--- config.mk ---
export PLATFORM = sky130hd
export DESIGN_NAME = timer16_capture
export DESIGN_NICKNAME = d
export VERILOG_FILES = /design/src/verilog/capture_filter.v /design/src/verilog/timer16_capture.v
export VERILOG_INCLUDE_DIRS = /design/src /design/src/verilog
export SDC_FILE = /design/constraint.sdc
export NUM_CORES = 1
export LEC_CHECK = 0
export ABC_AREA = 1
export BUFFER_PORTS_ARGS = -buffer_cell sky130_fd_sc_hd__clkbuf_2
export CAP_MARGIN = 10
export CORE_UTILIZATION = 30
export CTS_BUF_LIST = sky130_fd_sc_hd__clkbuf_8
export CTS_CLUSTER_DIAMETER = 80
export DETAILED_ROUTE_END_ITERATION = 6
export PLACE_DENSITY_LB_ADDON = 0.05
export SETUP_SLACK_MARGIN = 0.05
export SYNTH_ARGS = -nofsm -noshare
export SYNTH_HDL_FRONTEND = slang
export SYNTH_SLANG_ARGS = --single-unit
--- constraint.sdc ---
create_clock -name clk -period 2 [get_ports clk]
set_input_delay 0.4 -clock clk [delete_from_list [all_inputs] [get_ports clk]]
set_output_delay 0.4 -clock clk [all_outputs]
set_load 0.05 [all_outputs]
--- src/verilog/timer16_defines.vh ---
/*
 * constants for the 16-bit timer/counter with input capture:
 * register offsets, field positions, reset values and clock select codes.
 * assumes an 8-bit cpu i/o port with a 4-bit register index.
 */
`ifndef TIMER16_DEFINES_VH
`define TIMER16_DEFINES_VH

// ----------------------------------------
// register offsets
// ----------------------------------------
`define OFS_CTRL_A 4'h0
`define OFS_CTRL_B 4'h1
`define OFS_CNT_LO 4'h2
`define OFS_CNT_HI 4'h3
`define OFS_CAP_LO 4'h4
`define OFS_CAP_HI 4'h5
`define OFS_CMPA_LO 4'h6
`define OFS_CMPA_HI 4'h7
`define OFS_CMPB_LO 4'h8
`define OFS_CMPB_HI 4'h9
`define OFS_MASK 4'ha
`define OFS_FLAGS 4'hb
`define OFS_CMP_CTRL 4'hc

// ----------------------------------------
// field positions
// ----------------------------------------
`define B_NF_EN 7
`define B_EDGE_RISE 6
`define B_WGM_HI_MSB 4
`define B_WGM_HI_LSB 3
`define B_CS_MSB 2
`define B_WGM_LO_MSB 1
`define B_CAP 5
`define B_OVF 0
`define B_TRIG_SEL 2

// ----------------------------------------
// reset values and fixed levels
// ----------------------------------------
`define RST_BYTE 8'h00
`define RST_WORD 16'h0000
`define VAL_MAX 16'hffff
`define VAL_BOTTOM 16'h0000
`define TOP_8BIT 16'h00ff
`define TOP_9BIT 16'h01ff
`define TOP_10BIT 16'h03ff
`define FILTER_SAMPLES 4

// ----------------------------------------
// clock select codes
// ----------------------------------------
`define CS_STOP 3'h0
`define CS_SYS 3'h1
`define CS_DIV8 3'h2
`define CS_DIV64 3'h3
`define CS_DIV256 3'h4
`define CS_DIV1024 3'h5
`define CS_EXT_FALL 3'h6
`define CS_EXT_RISE 3'h7

`endif

--- src/verilog/capture_filter.v ---
/*
 * noise filter in front of the capture edge detector.
 * assumes its input is synchronous to clk; no prescaler involved.
 */
`timescale 1ns/1ps
`include "timer16_defines.vh"

module capture_filter
#(
	parameter SAMPLES = `FILTER_SAMPLES
)
(
	input wire clk,
	input wire nrst,
	input wire enable,
	input wire din,
	output reg dout
);

// ----------------------------------------
// sample history
// ----------------------------------------
reg [SAMPLES-1:0] hist_r;
wire all_high;
wire all_low;

assign all_high = &hist_r;
assign all_low = ~|hist_r;

always @(posedge clk or negedge nrst)
begin
	if (!nrst)
	begin
		hist_r <= {SAMPLES{1'b0}};
		dout <= 1'b0;
	end
	else
	begin
		hist_r <= {hist_r[SAMPLES-2:0], din};
		if (!enable)
			dout <= din;
		else if (all_high)
			dout <= 1'b1;
		else if (all_low)
			dout <= 1'b0;
	end
end

endmodule

--- src/verilog/timer16_capture.v ---
/*
 * 16-bit up/down timer/counter with input capture and a shared
 * high-byte holding register on an 8-bit cpu i/o port.
 * assumes tick inputs are one-cycle pulses from an outside prescaler
 * and edge detector, all synchronous to clk.
 */
`timescale 1ns/1ps
`include "timer16_defines.vh"

// Notes on behaviour
// - counter seen as low and high bytes; high location is the holding byte
// - reading counter low byte loads counter high byte into holding byte
// - writing counter low byte loads holding byte and data together
// - each timer tick clears, increments or decrements per mode
// - three-bit clock select picks tick source; zero stops counting
// - counter readable and writable with or without ticks
// - cpu counter write beats clear and count in same cycle
// - four-bit waveform mode split over control registers a and b
// - overflow flag set where mode says; may request interrupt
// - matching trigger edge copies whole counter into capture register
// - capture flag set with the copy; irq only when enabled
// - capture flag cleared by service or by writing one
// - capture low read first loads capture high into holding byte
// - capture register writable only in modes using it as top
// - trigger select picks pin or comparator; software clears flag after
// - filter output changes only after four agreeing samples
// - filter enable bit in control b; system clock; four cycles latency
// - filter and edge detector run in every mode; capture events masked in capture-top modes
// - software-driven capture pin captures like an outside event
// - each capture overwrites the capture register
// - holding byte kept between accesses, shareable by several writes
// - compare register reads bypass the holding byte
// - top is fixed, compare a or capture; bottom is zero
module timer16_capture
(
	input wire clk,
	input wire nrst,
	input wire [3:0] io_addr,
	input wire io_wr,
	input wire io_rd,
	input wire [7:0] io_wdata,
	output reg [7:0] io_rdata,
	input wire tick_div8,
	input wire tick_div64,
	input wire tick_div256,
	input wire tick_div1024,
	input wire ext_rise,
	input wire ext_fall,
	input wire capture_pin,
	input wire comparator_output,
	input wire capture_irq_ack,
	input wire overflow_irq_ack,
	output wire capture_irq,
	output wire overflow_irq,
	output reg [15:0] count_value,
	output wire [3:0] waveform_mode_field,
	output wire top_hit,
	output wire bottom_hit,
	output wire count_down
);

// ----------------------------------------
// registers
// ----------------------------------------
reg [7:0] control_reg_a_r;
reg [7:0] control_reg_b_r;
reg [7:0] mask_r;
reg [7:0] comparator_control_reg_r;
reg [7:0] temp_r;
reg [15:0] capture_register_r;
reg [15:0] cmpa_r;
reg [15:0] cmpb_r;
reg capture_flag_r;
reg overflow_flag_r;
reg dir_down_r;
reg edge_prev_r;
reg [15:0] count_nxt;
reg dir_down_nxt;
reg ovf_event;

wire [2:0] clock_select_field;
wire noise_filter_enable;
wire edge_rise_sel;
wire capture_irq_enable;
wire comparator_trigger_select;
wire timer_clock;
wire [15:0] top_val;
wire icr_top_mode;
wire dual_mode;
wire ctc_mode;
wire trig_raw;
wire filt_out;
wire cap_event;
wire wr_cnt_lo;
wire wr_cap_lo;

// ----------------------------------------
// mode decode functions
// ----------------------------------------
function uses_icr_top;
	input [3:0] m;
	begin
		uses_icr_top = (m == 4'h8) || (m == 4'ha) || (m == 4'hc) || (m == 4'he);
	end
endfunction

function is_dual_slope;
	input [3:0] m;
	begin
		is_dual_slope = (m == 4'h1) || (m == 4'h2) || (m == 4'h3) || (m[3] && !m[2]);
	end
endfunction

function [15:0] top_of;
	input [3:0] m;
	input [15:0] a;
	input [15:0] icr;
	begin
		case (m)
			4'h1, 4'h5: top_of = `TOP_8BIT;
			4'h2, 4'h6: top_of = `TOP_9BIT;
			4'h3, 4'h7: top_of = `TOP_10BIT;
			4'h4, 4'h9, 4'hb, 4'hf: top_of = a;
			4'h8, 4'ha, 4'hc, 4'he: top_of = icr;
			default: top_of = `VAL_MAX;
		endcase
	end
endfunction

// ----------------------------------------
// control fields
// ----------------------------------------
assign waveform_mode_field = {control_reg_b_r[`B_WGM_HI_MSB:`B_WGM_HI_LSB],
	control_reg_a_r[`B_WGM_LO_MSB:0]};
assign clock_select_field = control_reg_b_r[`B_CS_MSB:0];
assign noise_filter_enable = control_reg_b_r[`B_NF_EN];
assign edge_rise_sel = control_reg_b_r[`B_EDGE_RISE];
assign capture_irq_enable = mask_r[`B_CAP];
assign comparator_trigger_select = comparator_control_reg_r[`B_TRIG_SEL];

assign icr_top_mode = uses_icr_top(waveform_mode_field);
assign dual_mode = is_dual_slope(waveform_mode_field);
assign ctc_mode = (waveform_mode_field == 4'h4) || (waveform_mode_field == 4'hc);
assign top_val = top_of(waveform_mode_field, cmpa_r, capture_register_r);

// ----------------------------------------
// timer clock select
// ----------------------------------------
reg tick_sel;
always @*
begin
	case (clock_select_field)
		`CS_STOP: tick_sel = 1'b0;
		`CS_SYS: tick_sel = 1'b1;
		`CS_DIV8: tick_sel = tick_div8;
		`CS_DIV64: tick_sel = tick_div64;
		`CS_DIV256: tick_sel = tick_div256;
		`CS_DIV1024: tick_sel = tick_div1024;
		`CS_EXT_FALL: tick_sel = ext_fall;
		`CS_EXT_RISE: tick_sel = ext_rise;
		default: tick_sel = 1'b0;
	endcase
end
assign timer_clock = tick_sel;

assign top_hit = (count_value == top_val);
assign bottom_hit = (count_value == `VAL_BOTTOM);
assign count_down = dir_down_r;

// ----------------------------------------
// counter sequence
// ----------------------------------------
always @*
begin
	count_nxt = count_value;
	dir_down_nxt = dir_down_r;
	ovf_event = 1'b0;
	if (timer_clock)
	begin
		if (dual_mode)
		begin
			if (!dir_down_r && top_hit)
			begin
				dir_down_nxt = 1'b1;
				count_nxt = count_value - 16'h0001;
			end
			else if (dir_down_r && bottom_hit)
			begin
				dir_down_nxt = 1'b0;
				count_nxt = count_value + 16'h0001;
				ovf_event = 1'b1;
			end
			else if (dir_down_r)
				count_nxt = count_value - 16'h0001;
			else
				count_nxt = count_value + 16'h0001;
		end
		else
		begin
			dir_down_nxt = 1'b0;
			if (top_hit)
				count_nxt = `VAL_BOTTOM;
			else
				count_nxt = count_value + 16'h0001;
			if (ctc_mode)
				ovf_event = (count_value == `VAL_MAX);
			else
				ovf_event = top_hit;
		end
	end
end

// ----------------------------------------
// capture trigger path
// ----------------------------------------
assign trig_raw = comparator_trigger_select ? comparator_output : capture_pin;

capture_filter #(
	.SAMPLES(`FILTER_SAMPLES)
) capture_filter_i (
	.clk(clk),
	.nrst(nrst),
	.enable(noise_filter_enable),
	.din(trig_raw),
	.dout(filt_out)
);

always @(posedge clk or negedge nrst)
begin
	if (!nrst)
		edge_prev_r <= 1'b0;
	else
		edge_prev_r <= filt_out;
end

assign cap_event = !icr_top_mode && (edge_rise_sel ? (filt_out && !edge_prev_r)
	: (!filt_out && edge_prev_r));

// ----------------------------------------
// cpu access decode
// ----------------------------------------
assign wr_cnt_lo = io_wr && (io_addr == `OFS_CNT_LO);
assign wr_cap_lo = io_wr && (io_addr == `OFS_CAP_LO) && icr_top_mode;

// ----------------------------------------
// counter, holding byte and data registers
// ----------------------------------------
always @(posedge clk or negedge nrst)
begin
	if (!nrst)
	begin
		count_value <= `RST_WORD;
		dir_down_r <= 1'b0;
		temp_r <= `RST_BYTE;
		capture_register_r <= `RST_WORD;
		cmpa_r <= `RST_WORD;
		cmpb_r <= `RST_WORD;
		control_reg_a_r <= `RST_BYTE;
		control_reg_b_r <= `RST_BYTE;
		mask_r <= `RST_BYTE;
		comparator_control_reg_r <= `RST_BYTE;
	end
	else
	begin
		dir_down_r <= dir_down_nxt;
		if (wr_cnt_lo)
			count_value <= {temp_r, io_wdata};
		else
			count_value <= count_nxt;
		if (cap_event)
			capture_register_r <= count_value;
		else if (wr_cap_lo)
			capture_register_r <= {temp_r, io_wdata};
		if (io_rd && io_addr == `OFS_CNT_LO)
			temp_r <= count_value[15:8];
		else if (io_rd && io_addr == `OFS_CAP_LO)
			temp_r <= capture_register_r[15:8];
		else if (io_wr && (io_addr == `OFS_CNT_HI || io_addr == `OFS_CAP_HI
			|| io_addr == `OFS_CMPA_HI || io_addr == `OFS_CMPB_HI))
			temp_r <= io_wdata;
		if (io_wr)
		begin
			case (io_addr)
				`OFS_CTRL_A: control_reg_a_r <= io_wdata;
				`OFS_CTRL_B: control_reg_b_r <= io_wdata;
				`OFS_CMPA_LO: cmpa_r <= {temp_r, io_wdata};
				`OFS_CMPB_LO: cmpb_r <= {temp_r, io_wdata};
				`OFS_MASK: mask_r <= io_wdata;
				`OFS_CMP_CTRL: comparator_control_reg_r <= io_wdata;
				default: mask_r <= mask_r;
			endcase
		end
	end
end

// ----------------------------------------
// flags
// ----------------------------------------
wire flag_wr;
assign flag_wr = io_wr && (io_addr == `OFS_FLAGS);

always @(posedge clk or negedge nrst)
begin
	if (!nrst)
	begin
		capture_flag_r <= 1'b0;
		overflow_flag_r <= 1'b0;
	end
	else
	begin
		if (cap_event)
			capture_flag_r <= 1'b1;
		else if (capture_irq_ack || (flag_wr && io_wdata[`B_CAP]))
			capture_flag_r <= 1'b0;
		if (ovf_event)
			overflow_flag_r <= 1'b1;
		else if (overflow_irq_ack || (flag_wr && io_wdata[`B_OVF]))
			overflow_flag_r <= 1'b0;
	end
end

assign capture_irq = capture_flag_r && capture_irq_enable;
assign overflow_irq = overflow_flag_r && mask_r[`B_OVF];

// ----------------------------------------
// read data
// ----------------------------------------
reg [7:0] rd_mux;
always @*
begin
	case (io_addr)
		`OFS_CTRL_A: rd_mux = control_reg_a_r;
		`OFS_CTRL_B: rd_mux = control_reg_b_r;
		`OFS_CNT_LO: rd_mux = count_value[7:0];
		`OFS_CNT_HI: rd_mux = temp_r;
		`OFS_CAP_LO: rd_mux = capture_register_r[7:0];
		`OFS_CAP_HI: rd_mux = temp_r;
		`OFS_CMPA_LO: rd_mux = cmpa_r[7:0];
		`OFS_CMPA_HI: rd_mux = cmpa_r[15:8];
		`OFS_CMPB_LO: rd_mux = cmpb_r[7:0];
		`OFS_CMPB_HI: rd_mux = cmpb_r[15:8];
		`OFS_MASK: rd_mux = mask_r;
		`OFS_FLAGS: rd_mux = {2'b00, capture_flag_r, 4'h0, overflow_flag_r};
		`OFS_CMP_CTRL: rd_mux = comparator_control_reg_r;
		default: rd_mux = `RST_BYTE;
	endcase
end

always @(posedge clk or negedge nrst)
begin
	if (!nrst)
		io_rdata <= `RST_BYTE;
	else if (io_rd)
		io_rdata <= rd_mux;
end

endmodule

==> flow_metrics.tcl <==
set metrics [dict create \
    status "complete, but fails checks" \
    violations "setup timing" \
    seq_area_um2 3050 \
    power_mw 14.1 \
    grt_pass1_wl_mm 49.4 \
    synthToLayoutAreaGrowth_pct 45.8 \
    critPathBufInv 3 \
    final_nets 1396 \
    first_pass_iters 5 \
    path_class "register to output port" \
    clockBufferDepth 2 \
    intPower_mw 7.58 \
    pwr-share-comb 0.548 \
    vias 8617 \
    hold_slack_ps 174 \
    finalInstanceArea_um2 11200 \
    clock_power_share 0.175 \
    hold_viol_final 0 \
    fillers 2631 \
    synthesis.nets 1131 \
    fin_crit_ps 2990 \
    synthCells 1102 \
    clock.fmax_mhz 334 \
    p_switching_mw 6.55 \
    grt_overflow_total 0 \
    crit_start "control_reg_a_r[0]" \
    ys_types 42 \
    grtUsageTotal 0.257 \
    slowest_delay_ps 480 \
    r2r_start "control_reg_a_r[1]" \
    hp-start "capture_pin" \
    die-height_um 162 \
    cp_max_fo 8 \
    multi_input_area_um2 4380 \
    synth_edf_count 0 \
    slew_headroom 0.469 \
    cts.sinks 121 \
    slowest_stage "dfrtp_2" \
    drtIter0Drc 897 \
    antenna_found_initial 2 \
    finalCritPeriodShare 1.50 \
    placeableCoreArea_um2 25100 \
    ir_worst_vdd_uv 525 \
    dp_hpwl_mm 25.2 \
    grt_pass1_vias 8025 \
    endpoint_kind "output port" \
    cts.reportedPaths.clkPinSlew_ps 90 \
    postSynthAreaPerCell_um2 6.97 \
    critPathTopFamily "simple AND/OR/NAND/NOR gates" \
    grt_setup_unrepaired "true" \
    cts_tree "done" \
    fin_setup_tns_ps -16170 \
    synth_top_area_frac 0.394 \
    skew_ps 26.3 \
    pin_count 59 \
    synth_warnings 0 \
    hold_class "primary input to register" \
    ys_ff_latch 121 \
    cp.arrival_ps 2590 \
    worstSkewPairLatency_ps 470 \
    synthTopCellsByCount "300 x nand2_1, 132 x o21ai_0, 130 x inv_1" \
    cp_cell_sequence "clkinv_4, nand3_4, buf_12, nand3_4, nand3_1, nand2_1, nand4_1, or2_4, nor4b_4, buf_12" \
    die_area_um2 26200 \
    synth_area_um2 7680 \
    place_congestion 0.852 \
    required_ps 1600 \
    synth.most_common_cell "nand2_1" \
    ys_seq_area_frac 0.394 \
    p_leak_nw 5.50 \
    cts_inserted_buffers 17 \
    synthArstFlopShare 1.00 \
    port_buffers 58 \
    ant_nets 0 \
    drive_gt1_frac 0.335 \
    tightest_slew_ps 794 \
    power_density_nw_per_um2 1260 \
    critPathLaunchType "register" \
    drv_slew 0 \
    vias_per_cell 5.04 \
    placed_cell_area_um2 9870 \
    synth.area.top_cells "dfrtp_1 39%, nand2_1 15%, o21ai_0 8.6%" \
    detail_route.wl_per_cell_um 19.8 \
    die_w_um 162 \
    synth_top_area_cell "dfrtp_1" \
    cts_root_buf "clkbuf_8" \
    pwr-share-seq 0.276 \
    n_antenna_cell 0 \
    setup_ws_ps -995 \
    num_rows 58 \
    grt_max_degree 35 \
    drc 0 \
    setup_viol 20 \
    maxCapViolations 0 \
    ctsHtreeMaxLevel 4 \
    swShare 0.464 \
    initial_core_util 0.306 \
    synth_flop_cell "dfrtp_1" \
    totalWireLength_mm 33.9 \
]
power groups by stage:
stage	logic (mW)	clock network (mW)	registers [mW]
after global routing	8.40	2.62	3.97
after floorplan	3.53	0	4.15
after CTS	7.11	2.53	3.86
after global placement	6.67	0	3.91
final	7.75	2.48	3.90
after detailed placement	6.68	0	3.90
logic make-up after synthesis:
group	Yosys count	synth area share
flops	121	0.394
mux	4	0.00570
simple gates	534	0.299
compound gates	228	0.170
xor+xnor	21	0.0240
fa+ha+maj	3	0.00489
buf+inv	191	0.102
metrics by stage:
step | setup slack (ps) | cells | utilization
6_report | -995 | 1710 | 0.446
5_1_grt | -1080 | 1710 | 0.446
4_1_cts | -954 | 1678 | 0.422
3_5_place_dp | -462 | 1625 | 0.393
3_3_place_gp | -518 | 1625 | 0.393
2_1_floorplan | -460 | 1102 | -
cell type report:
cell class                      instances  share of cell area
Clock buffer                           18              0.0221
Timing Repair Buffer                  297               0.214
Inverter                              136              0.0467
Multi-Input combinational cell        794               0.392
Tap cell                              330              0.0369
Clock inverter                         14              0.0158
Sequential cell                       121               0.273
worst min-delay path, stage by stage:
cell and delay (ps):
clkbuf_2 70, nand2_1 40, nand2_1 80
final timing paths:
kind | slack (ps) | to | cells past startpoint
max in group asynchronous | 1030 | cmpa_r[1] | 3
worst max register to register | -900 | overflow_flag_r | 21
worst max-delay path | -990 | top_hit | 10
worst min register to register | 390 | capture_filter_i.hist_r[2] | 0
min in group asynchronous | 410 | mask_r[2] | 2
worst min-delay path | 170 | capture_filter_i.hist_r[0] | 3
cells in the final DEF (no fill, tap or decap), types with 5 or more instances in the layout:
cell      instances
nand2_1         278
buf_4           204
o21ai_0         132
inv_1           125
dfrtp_1         103
nor2_1           74
nand3_1          62
clkbuf_2         55
a21oi_1          29
nand3_2          28
nand4_1          23
nand2_2          21
xor2_1           19
clkbuf_8         19
o22ai_1          18
dfrtp_2          18
a221oi_1         17
buf_6            17
nor2_2           16
buf_12           14
o211ai_1         13
nor2_4           10
nand3_4           7
nor3_1            6
inv_2             6
inv_8             5
registers in the layout, indices dropped and copies added (netlist names), 4 cells and up:
name	count
control_reg_b_r	8
comparator_control_reg_r	8
control_reg_a_r	8
io_rdata	8
temp_r	8
mask_r	8
count_value	16
capture_register_r	16
capture_filter_i.hist_r	4
cmpa_r	16
cmpb_r	16
layer usage:
metal  global-route usage  part of all wire  wire length, um  vias up
met3               0.0409             0.055             1860       35
met4               0.0665             0.017              580        0
li1                     -                 -                -     4181
met2                0.386              0.44            14800      257
met5                    0                 0                0        -
met1                0.380              0.49            16600     4144
timing repair:
item                                    CTS  global route
hold endpoints to repair                 30             0
setup buffers                            17            29
pin swaps                                10            43
resized for setup                        28            75
endpoints found under the setup margin   20            21
hold buffers                              1             0
cloned                                    3             4
No activity file was read; power rests on OpenSTA's default activity.
